**config.mk**
```make
export PLATFORM = sky130hd
export DESIGN_NAME = sadc_ctrl
export DESIGN_NICKNAME = d
export VERILOG_FILES = /design/src/design/sadc_pkg.sv /design/src/design/sadc_ctrl.sv /design/src/design/sadc_mc_timer.sv
export SDC_FILE = /design/constraint.sdc
export NUM_CORES = 1
export LEC_CHECK = 0
export BUFFER_PORTS_ARGS = -buffer_cell sky130_fd_sc_hd__buf_2
export CAP_MARGIN = 10
export CORE_MARGIN = 2
export CORE_UTILIZATION = 55
export CTS_BUF_LIST = sky130_fd_sc_hd__clkbuf_2 sky130_fd_sc_hd__clkbuf_4 sky130_fd_sc_hd__clkbuf_8
export CTS_CLUSTER_DIAMETER = 100
export DETAILED_ROUTE_END_ITERATION = 6
export GPL_TIMING_DRIVEN = 0
export HOLD_SLACK_MARGIN = 0.02
export PLACE_DENSITY = 0.8
export SLEW_MARGIN = 20
export SYNTH_ARGS = -nofsm -noshare
export SYNTH_HDL_FRONTEND = slang
export SYNTH_HIERARCHICAL = 1
export SYNTH_SLANG_ARGS = --single-unit
```
**constraint.sdc**
```tcl
create_clock -name i_core_clk -period 3.4 [get_ports i_core_clk]
set_clock_uncertainty 0.05 [all_clocks]
set_input_delay 0.68 -clock i_core_clk [delete_from_list [all_inputs] [get_ports i_core_clk]]
set_output_delay 0.68 -clock i_core_clk [all_outputs]
set_load 0.03 [all_outputs]
```
**src/design/sadc_pkg.sv**
```systemverilog
// shared constants and carrier types of the successive-approximation converter control
package sadc_pkg;

    // register bus widths
    localparam int ADDR_W = 8;
    localparam int DATA_W = 32;

    // register offsets (byte addresses, one aligned word each)
    localparam logic [7:0] OFF_CTRL = 8'h00;
    localparam logic [7:0] OFF_STATUS = 8'h04;
    localparam logic [7:0] OFF_MASK = 8'h08;
    localparam logic [7:0] OFF_RESULT = 8'h0C;

    // control register fields
    localparam int CTRL_START_BIT = 0;
    localparam int CTRL_EXT_EN_BIT = 1;
    localparam int CTRL_ENABLE_BIT = 2;
    localparam int CTRL_CHAN_LSB = 4;
    localparam int CTRL_BUSY_BIT = 8;

    // status and mask fields: one event so far
    localparam int STAT_DONE_BIT = 0;
    localparam int IRQ_W = 1;
    localparam logic [IRQ_W-1:0] IRQ_RESET = 1'h0;

    // converter geometry
    localparam int RES_W = 10;
    localparam int CHAN_W = 3;
    localparam logic [RES_W-1:0] HALF_SCALE = 10'h200;
    localparam logic [RES_W-1:0] RESULT_RESET = 10'h000;
    localparam logic [CHAN_W-1:0] CHAN_RESET = 3'h0;

    // sequence timing in machine cycles
    localparam int SAMPLE_MC = 8;
    localparam int BIT_MC = 4;
    localparam logic [2:0] SAMPLE_LAST = 3'h7;
    localparam logic [1:0] BIT_LAST = 2'h3;
    localparam logic [3:0] MSB_INDEX = 4'h9;
    localparam logic [3:0] LSB_INDEX = 4'h0;

    // default length of one machine cycle in core clocks
    localparam int MC_CLKS_DEFAULT = 12;

    // conversion sequencer states
    typedef enum logic [2:0] {
        ST_IDLE,
        ST_INIT_A,
        ST_INIT_B,
        ST_SAMPLE,
        ST_CONVERT
    } sadc_state_e;

    // register bus request
    typedef struct packed {
        logic [ADDR_W-1:0] addr;
        logic [DATA_W-1:0] wdata;
        logic wr;
        logic rd;
    } sadc_bus_s;

    // analog front-end drive
    typedef struct packed {
        logic [RES_W-1:0] dac_code;
        logic sample;
        logic [CHAN_W-1:0] channel;
    } sadc_ana_s;

endpackage

```
**src/design/sadc_ctrl.sv**
```systemverilog
// successive-approximation converter control with register port and interrupt
module sadc_ctrl #(
    parameter int MC_CLKS = sadc_pkg::MC_CLKS_DEFAULT
) (
    // clock and reset
    input wire logic i_core_clk,
    input wire logic i_sys_rst,
    // register port
    input wire sadc_pkg::sadc_bus_s i_bus,
    output logic [sadc_pkg::DATA_W-1:0] o_rdata,
    // interrupt
    output logic o_irq,
    // external start pin
    input wire logic i_external_start_pin,
    // analog side
    input wire logic i_cmp_above,
    output sadc_pkg::sadc_ana_s o_ana
);

    // register hit on a given offset
    function automatic logic reg_hit(input logic [sadc_pkg::ADDR_W-1:0] addr,
                                     input logic [7:0] off);
        reg_hit = (addr == off);
    endfunction

    logic mc_end;
    sadc_pkg::sadc_state_e state;
    logic converter_enable;
    logic external_start_enable;
    logic [sadc_pkg::CHAN_W-1:0] chan_sel;
    logic start_cmd;
    logic busy_flag;
    logic pin_prev;
    logic ext_edge;
    logic [2:0] sample_cnt;
    logic [1:0] step_cnt;
    logic [3:0] bit_idx;
    logic [sadc_pkg::RES_W-1:0] sar;
    logic [sadc_pkg::RES_W-1:0] result;
    logic [sadc_pkg::IRQ_W-1:0] irq_status;
    logic [sadc_pkg::IRQ_W-1:0] irq_mask;
    logic conv_done;
    logic go;
    logic wr_ctrl;
    logic rd_status;
    logic [sadc_pkg::DATA_W-1:0] next_rdata;

    sadc_mc_timer #(
        .MC_CLKS(MC_CLKS)
    ) u_timer (
        .i_core_clk(i_core_clk),
        .i_sys_rst(i_sys_rst),
        .o_mc_end(mc_end)
    );

    // write and read decode
    assign wr_ctrl = i_bus.wr && reg_hit(i_bus.addr, sadc_pkg::OFF_CTRL);
    assign rd_status = i_bus.rd && reg_hit(i_bus.addr, sadc_pkg::OFF_STATUS);

    // enable bit always writable; the rest only while enabled
    always_ff @(posedge i_core_clk) begin
        if (i_sys_rst) begin
            converter_enable <= 1'b0;
        end else if (wr_ctrl) begin
            converter_enable <= i_bus.wdata[sadc_pkg::CTRL_ENABLE_BIT];
        end
    end

    // mode and channel fields; ignored while disabled
    always_ff @(posedge i_core_clk) begin
        if (i_sys_rst || !converter_enable) begin
            external_start_enable <= 1'b0;
            chan_sel <= sadc_pkg::CHAN_RESET;
        end else if (wr_ctrl) begin
            external_start_enable <= i_bus.wdata[sadc_pkg::CTRL_EXT_EN_BIT];
            chan_sel <= i_bus.wdata[sadc_pkg::CTRL_CHAN_LSB +: sadc_pkg::CHAN_W];
        end
    end

    // pin sampled once per machine cycle, edge judged at cycle end
    always_ff @(posedge i_core_clk) begin
        if (i_sys_rst) begin
            pin_prev <= 1'b1;
        end else if (mc_end) begin
            pin_prev <= i_external_start_pin;
        end
    end

    // a level held less than a machine cycle may be missed, by design
    assign ext_edge = mc_end && !pin_prev && i_external_start_pin;

    // command flop: set by a write of one, consumed when the sequence begins
    always_ff @(posedge i_core_clk) begin
        if (i_sys_rst || !converter_enable) begin
            start_cmd <= 1'b0;
        end else if (wr_ctrl && i_bus.wdata[sadc_pkg::CTRL_START_BIT]
                     && i_bus.wdata[sadc_pkg::CTRL_ENABLE_BIT]
                     && state == sadc_pkg::ST_IDLE) begin
            start_cmd <= 1'b1;
        end else if (go) begin
            start_cmd <= 1'b0;
        end
    end

    // start taken at machine cycle end, sequence runs from the next cycle
    assign go = (state == sadc_pkg::ST_IDLE) && mc_end && converter_enable
                && (start_cmd || (external_start_enable && ext_edge));

    // conversion sequencer, advancing only on machine cycle ends
    always_ff @(posedge i_core_clk) begin
        if (i_sys_rst || !converter_enable) begin
            state <= sadc_pkg::ST_IDLE;
        end else begin
            case (state)
                sadc_pkg::ST_IDLE: begin
                    if (go) begin
                        state <= sadc_pkg::ST_INIT_A;
                    end
                end
                sadc_pkg::ST_INIT_A: begin
                    if (mc_end) begin
                        state <= sadc_pkg::ST_INIT_B;
                    end
                end
                sadc_pkg::ST_INIT_B: begin
                    if (mc_end) begin
                        state <= sadc_pkg::ST_SAMPLE;
                    end
                end
                sadc_pkg::ST_SAMPLE: begin
                    if (mc_end && sample_cnt == sadc_pkg::SAMPLE_LAST) begin
                        state <= sadc_pkg::ST_CONVERT;
                    end
                end
                sadc_pkg::ST_CONVERT: begin
                    if (conv_done) begin
                        state <= sadc_pkg::ST_IDLE;
                    end
                end
                default: begin
                    state <= sadc_pkg::ST_IDLE;
                end
            endcase
        end
    end

    // eight machine cycle sampling window counter
    always_ff @(posedge i_core_clk) begin
        if (i_sys_rst || state != sadc_pkg::ST_SAMPLE) begin
            sample_cnt <= '0;
        end else if (mc_end) begin
            sample_cnt <= sample_cnt + 1'b1;
        end
    end

    // four machine cycles per bit; decision on the last cycle end
    always_ff @(posedge i_core_clk) begin
        if (i_sys_rst || state != sadc_pkg::ST_CONVERT) begin
            step_cnt <= '0;
        end else if (mc_end) begin
            step_cnt <= step_cnt + 1'b1;
        end
    end

    assign conv_done = (state == sadc_pkg::ST_CONVERT) && mc_end
                       && step_cnt == sadc_pkg::BIT_LAST
                       && bit_idx == sadc_pkg::LSB_INDEX;

    // bit under trial: top bit first, then each lower bit
    always_ff @(posedge i_core_clk) begin
        if (i_sys_rst || state != sadc_pkg::ST_CONVERT) begin
            bit_idx <= sadc_pkg::MSB_INDEX;
        end else if (mc_end && step_cnt == sadc_pkg::BIT_LAST
                     && bit_idx != sadc_pkg::LSB_INDEX) begin
            bit_idx <= bit_idx - 1'b1;
        end
    end

    // approximation register: trial bit set, kept only if input is above
    always_ff @(posedge i_core_clk) begin
        if (i_sys_rst) begin
            sar <= sadc_pkg::RESULT_RESET;
        end else if (state == sadc_pkg::ST_SAMPLE && mc_end
                     && sample_cnt == sadc_pkg::SAMPLE_LAST) begin
            sar <= sadc_pkg::HALF_SCALE;
        end else if (state == sadc_pkg::ST_CONVERT && mc_end
                     && step_cnt == sadc_pkg::BIT_LAST) begin
            sar[bit_idx] <= i_cmp_above;
            if (bit_idx != sadc_pkg::LSB_INDEX) begin
                sar[bit_idx - 1'b1] <= 1'b1;
            end
        end
    end

    // busy status flag: set after first init cycle, cleared on finish
    always_ff @(posedge i_core_clk) begin
        if (i_sys_rst || !converter_enable) begin
            busy_flag <= 1'b0;
        end else if (state == sadc_pkg::ST_INIT_A && mc_end) begin
            busy_flag <= 1'b1;
        end else if (conv_done) begin
            busy_flag <= 1'b0;
        end
    end

    // result held for software until the next conversion ends
    always_ff @(posedge i_core_clk) begin
        if (i_sys_rst) begin
            result <= sadc_pkg::RESULT_RESET;
        end else if (conv_done) begin
            result <= {sar[sadc_pkg::RES_W-1:1], i_cmp_above};
        end
    end

    // analog drive: dac code follows sar, channel latched at start
    always_ff @(posedge i_core_clk) begin
        if (i_sys_rst) begin
            o_ana <= '0;
        end else begin
            o_ana.dac_code <= sar;
            o_ana.sample <= (state == sadc_pkg::ST_SAMPLE);
            if (go) begin
                o_ana.channel <= chan_sel;
            end
        end
    end

    // sticky done flag; a new event wins over the read that clears it
    always_ff @(posedge i_core_clk) begin
        if (i_sys_rst || !converter_enable) begin
            irq_status <= sadc_pkg::IRQ_RESET;
        end else if (conv_done) begin
            irq_status[sadc_pkg::STAT_DONE_BIT] <= 1'b1;
        end else if (rd_status) begin
            irq_status <= sadc_pkg::IRQ_RESET;
        end
    end

    // interrupt mask
    always_ff @(posedge i_core_clk) begin
        if (i_sys_rst) begin
            irq_mask <= sadc_pkg::IRQ_RESET;
        end else if (i_bus.wr && reg_hit(i_bus.addr, sadc_pkg::OFF_MASK)) begin
            irq_mask <= i_bus.wdata[sadc_pkg::IRQ_W-1:0];
        end
    end

    // level interrupt, registered one clock behind the flag
    always_ff @(posedge i_core_clk) begin
        if (i_sys_rst) begin
            o_irq <= 1'b0;
        end else begin
            o_irq <= |(irq_status & irq_mask);
        end
    end

    // read mux; control, status and result bits read as zero while disabled, the mask keeps its value
    always_comb begin
        next_rdata = '0;
        if (i_bus.rd) begin
            if (reg_hit(i_bus.addr, sadc_pkg::OFF_CTRL)) begin
                next_rdata[sadc_pkg::CTRL_ENABLE_BIT] = converter_enable;
                next_rdata[sadc_pkg::CTRL_START_BIT] = busy_flag;
                next_rdata[sadc_pkg::CTRL_EXT_EN_BIT] = external_start_enable;
                next_rdata[sadc_pkg::CTRL_CHAN_LSB +: sadc_pkg::CHAN_W] = chan_sel;
                next_rdata[sadc_pkg::CTRL_BUSY_BIT] = busy_flag;
            end else if (reg_hit(i_bus.addr, sadc_pkg::OFF_STATUS)) begin
                next_rdata[sadc_pkg::IRQ_W-1:0] = irq_status;
            end else if (reg_hit(i_bus.addr, sadc_pkg::OFF_MASK)) begin
                next_rdata[sadc_pkg::IRQ_W-1:0] = irq_mask;
            end else if (reg_hit(i_bus.addr, sadc_pkg::OFF_RESULT)
                         && converter_enable) begin
                next_rdata[sadc_pkg::RES_W-1:0] = result;
            end
        end
    end

    // read data stands only in the cycle after the strobe
    always_ff @(posedge i_core_clk) begin
        if (i_sys_rst) begin
            o_rdata <= '0;
        end else begin
            o_rdata <= next_rdata;
        end
    end
endmodule

```
**src/design/sadc_mc_timer.sv**
```systemverilog
// machine-cycle timer: one-clock tick on the last clock of each machine cycle
module sadc_mc_timer #(
    parameter int MC_CLKS = sadc_pkg::MC_CLKS_DEFAULT
) (
    // clock and reset
    input wire logic i_core_clk,
    input wire logic i_sys_rst,
    // tick out
    output logic o_mc_end
);
    localparam int CW = (MC_CLKS > 1) ? $clog2(MC_CLKS) : 1;
    localparam logic [CW-1:0] LAST = CW'(MC_CLKS - 1);

    logic [CW-1:0] cnt;

    // free-running divider so machine cycles keep a fixed phase to the core
    always_ff @(posedge i_core_clk) begin
        if (i_sys_rst || cnt == LAST) begin
            cnt <= '0;
        end else begin
            cnt <= cnt + 1'b1;
        end
    end

    // tick registered so it lines up with the clock that ends the cycle
    always_ff @(posedge i_core_clk) begin
        if (i_sys_rst) begin
            o_mc_end <= 1'b0;
        end else begin
            o_mc_end <= (cnt == LAST - 1'b1) || (MC_CLKS == 1);
        end
    end
endmodule

```
==> metrics.yaml <==
syn-instance-count: 338
run_status: "finished, final reports clean"
synth_area_leader_cell: "dfxtp_1"
post_cts_resized: 0
hold_path.class: "reg -> reg"
gr-usage-all-layers_pct: 20.98
warnings_synthesis: 6
total_switching_power_w: 0.0003753
power.combinational.fraction_pct: 5.9
hpwl_mm: 4.824
numPortBuffers: 43
wire_per_inst_um: 13.82
edff_count_synth: 0
core-area_mm2: 0.005816
yosys.cell_count.top_type: "dfxtp_1"
drv.max_cap_violation_count: 0
final_layout_size_suffix_gt1_share_pct: 24.22
cts_setup_buffers: 0
cellLeakagePower_nw: 1.734
period_minus_slack_ns: 2.289
die_height_um: 81.07
peakVddDrop_mv: 0.2679
layout.nets: 469
root_buffer: "clkbuf_8"
element_type_at_the_critical_path_start: "register"
grt_first_pass_wirelength_mm: 10.52
worst-endpoint-arrival_ns: 2.45
hold_viol_final: 0
synth_sequential_area_ratio_pct: 44.12
antenna-diode-count: 0
ctsLongestPathBuffers: 2
slew-limit-headroom_pct: 58.50
wl_mm: 6.800
numClockSinks: 72
hold_buffers: 0
cts_tree: "done"
power_density_mw_per_mm2: 413.1
synthDistinctLibCells: 57
initial_cell_density_of_the_core_pct: 56.17
io_pins: 93
postRouteAntennaNets: 0
synth_seq_cells: 72
switching_part_of_the_total_pct: 23.66
design_power_total_w: 0.001586
first_iter_violations: 140
worst-setup-path-type: "reg -> reg"
grt_antenna_before_repair: 0
via_count_of_the_first_global_routing_pass: 2274
grt_start_max_net_pins: 13
final.period_utilization_pct: 67.33
overall_overflow_remaining_after_global_route: 0
synth_commonest_cells: "72 x dfxtp_1, 36 x nor2_1, 28 x mux2i_1, 23 x buf_4, 16 x nor2b_1"
die-area_mm2: 0.006572
synth_flop_cell: "dfxtp_1"
ctsHtreeMaxLevel: 3
end_kind: "register"
worst_slew_pin_slew_ns: 0.6203
unrepaired_setup_endpoints_after_global_routing: "no"
cellInternalPower_w: 0.001211
gp_routability_congestion: 0.8729
slew_violations: 0
synth_top_cell_area_share_pct: 44.12
cells_taking_the_most_area_after_synthesis: "dfxtp_1 44%, mux2i_1 8.6%, buf_4 5.3%"
postSynthAreaPerCell_um2: 9.665
fmax_ghz: 0.4368
avgViaCountPerCell: 5.291
syn_area_mm2: 0.003267
clkSlewWorstSetupHoldPaths_ns: 0.08
critical_path_required_ns: 3.56
rows: 28
setup_viol: 0
num_vias: 2603
cts-buffers-inserted: 9
drt_drc_violations_left: 0
power.share.clock_pct: 40.6
worstPathMaxFanout: 10
flow.area_growth_from_synthesis_pct: 17.54
setup_tns_ns: 0
power.share.sequential_pct: 53.5
die-width_um: 81.07
number_of_detailed_route_iterations_in_the_first_pass: 4
worst_skew_pair.late_latency_ns: 0.34
async_sr_flop_fraction_pct: 0
power by group through the flow:
stage               registers (W)  logic [W]  clock network (W)
CTS                      0.000849  0.0000914           0.000651
finish                   0.000849  0.0000933           0.000644
global route             0.000849   0.000100           0.000688
global placement         0.000868  0.0000893                  0
detailed placement       0.000869  0.0000910                  0
floorplan                0.000868  0.0000696                  0
state kept, by name, indices dropped and copies added, names as in the netlist, 2 cells and up:
signal,flops
o_ana,14
sample_cnt,3
bit_idx,4
chan_sel,3
u_timer/cnt,4
state,3
result,10
sar,10
step_cnt,2
o_rdata,10
path summary, 6_finish.rpt:
check	start	to	slack (ns)	depth (start not counted)
worst max register to register	bit_idx[0]	result[8]	1.11	8
worst min register to register	irq_mask	o_irq	0.41	2
worst min-delay path	irq_mask	o_irq	0.41	2
worst max-delay path	bit_idx[0]	result[8]	1.11	8
worst max-delay path, stage by stage, from the launching register on:
cell and delay (ns):
dfxtp_1 0.40, clkbuf_1 0.35, inv_1 0.12, ha_1 0.24, clkbuf_1 0.23, nand4_2 0.23
buf_4 0.25, mux2i_1 0.24, nor2_1 0.06
cell usage in the layout, fill, tap and decap left out, types with 4 or more instances in the layout:
cell type | netlist | layout
nand2_1 | 8 | 8
nor2b_1 | 16 | 16
inv_1 | 9 | 9
buf_2 | 3 | 46
a21oi_1 | 14 | 14
conb_1 | 1 | 22
nand3b_1 | 4 | 4
and2_1 | 4 | 4
ha_1 | 10 | 10
nor2_1 | 36 | 36
a22o_1 | 6 | 6
dfxtp_1 | 72 | 72
buf_4 | 23 | 23
o21ai_0 | 4 | 4
clkbuf_1 | 12 | 12
mux2i_1 | 28 | 28
clkbuf_8 | 0 | 9
a31oi_1 | 7 | 7
nand2b_1 | 7 | 7
nand3_1 | 10 | 10
nor3_1 | 5 | 5
nand4_1 | 5 | 5
cells by family after synthesis:
group	count (synthesis)	synth area share (%)
adders and majority gates	10	3.830
xor gates and xnor gates	3	0.8044
muxes	29	8.924
other	1	0.1148
DFF	72	44.12
AOI/OAI and AO/OA	53	11.68
buffers and inverters	51	9.306
and+or+nand+nor	119	21.22
metal layers:
| metal | up-vias | part of all wire, % | track usage (%) | wire (um) |
|---|---|---|---|---|
| met1 | 1192 | 43 | 25.73 | 2913 |
| met3 | 17 | 6.3 | 4.889 | 426 |
| met5 | - | 0 | 0 | 0 |
| li1 | 1294 | - | - | - |
| met2 | 100 | 48 | 34.46 | 3267 |
| met4 | 0 | 2.8 | 10.51 | 192 |
metrics by stage:
step	utilization [%]	hold WS, ns	worst slack (ns)	std cells	cell area, um^2
final	66.03	0.4101	1.111	492	3840
after global routing	66.03	0.4295	0.8999	492	3840
after detailed placement	62.84	0.3984	1.136	477	3655
after global placement	62.84	0.3898	1.209	477	3655
after floorplan	-	0.3726	1.541	359	3346
after CTS	66.03	0.4124	1.112	492	3840
layout make-up:
cell class	count	area, um^2
clock inverter	6	61.31
tap	75	93.84
multi-input combinational	236	1600
timing repair buffer	43	215.2
fill	480	1976
buffer	42	270.3
inverter	9	33.78
clock buffer	9	123.9
sequential	72	1441
No activity file was read; power rests on OpenSTA's default activity.
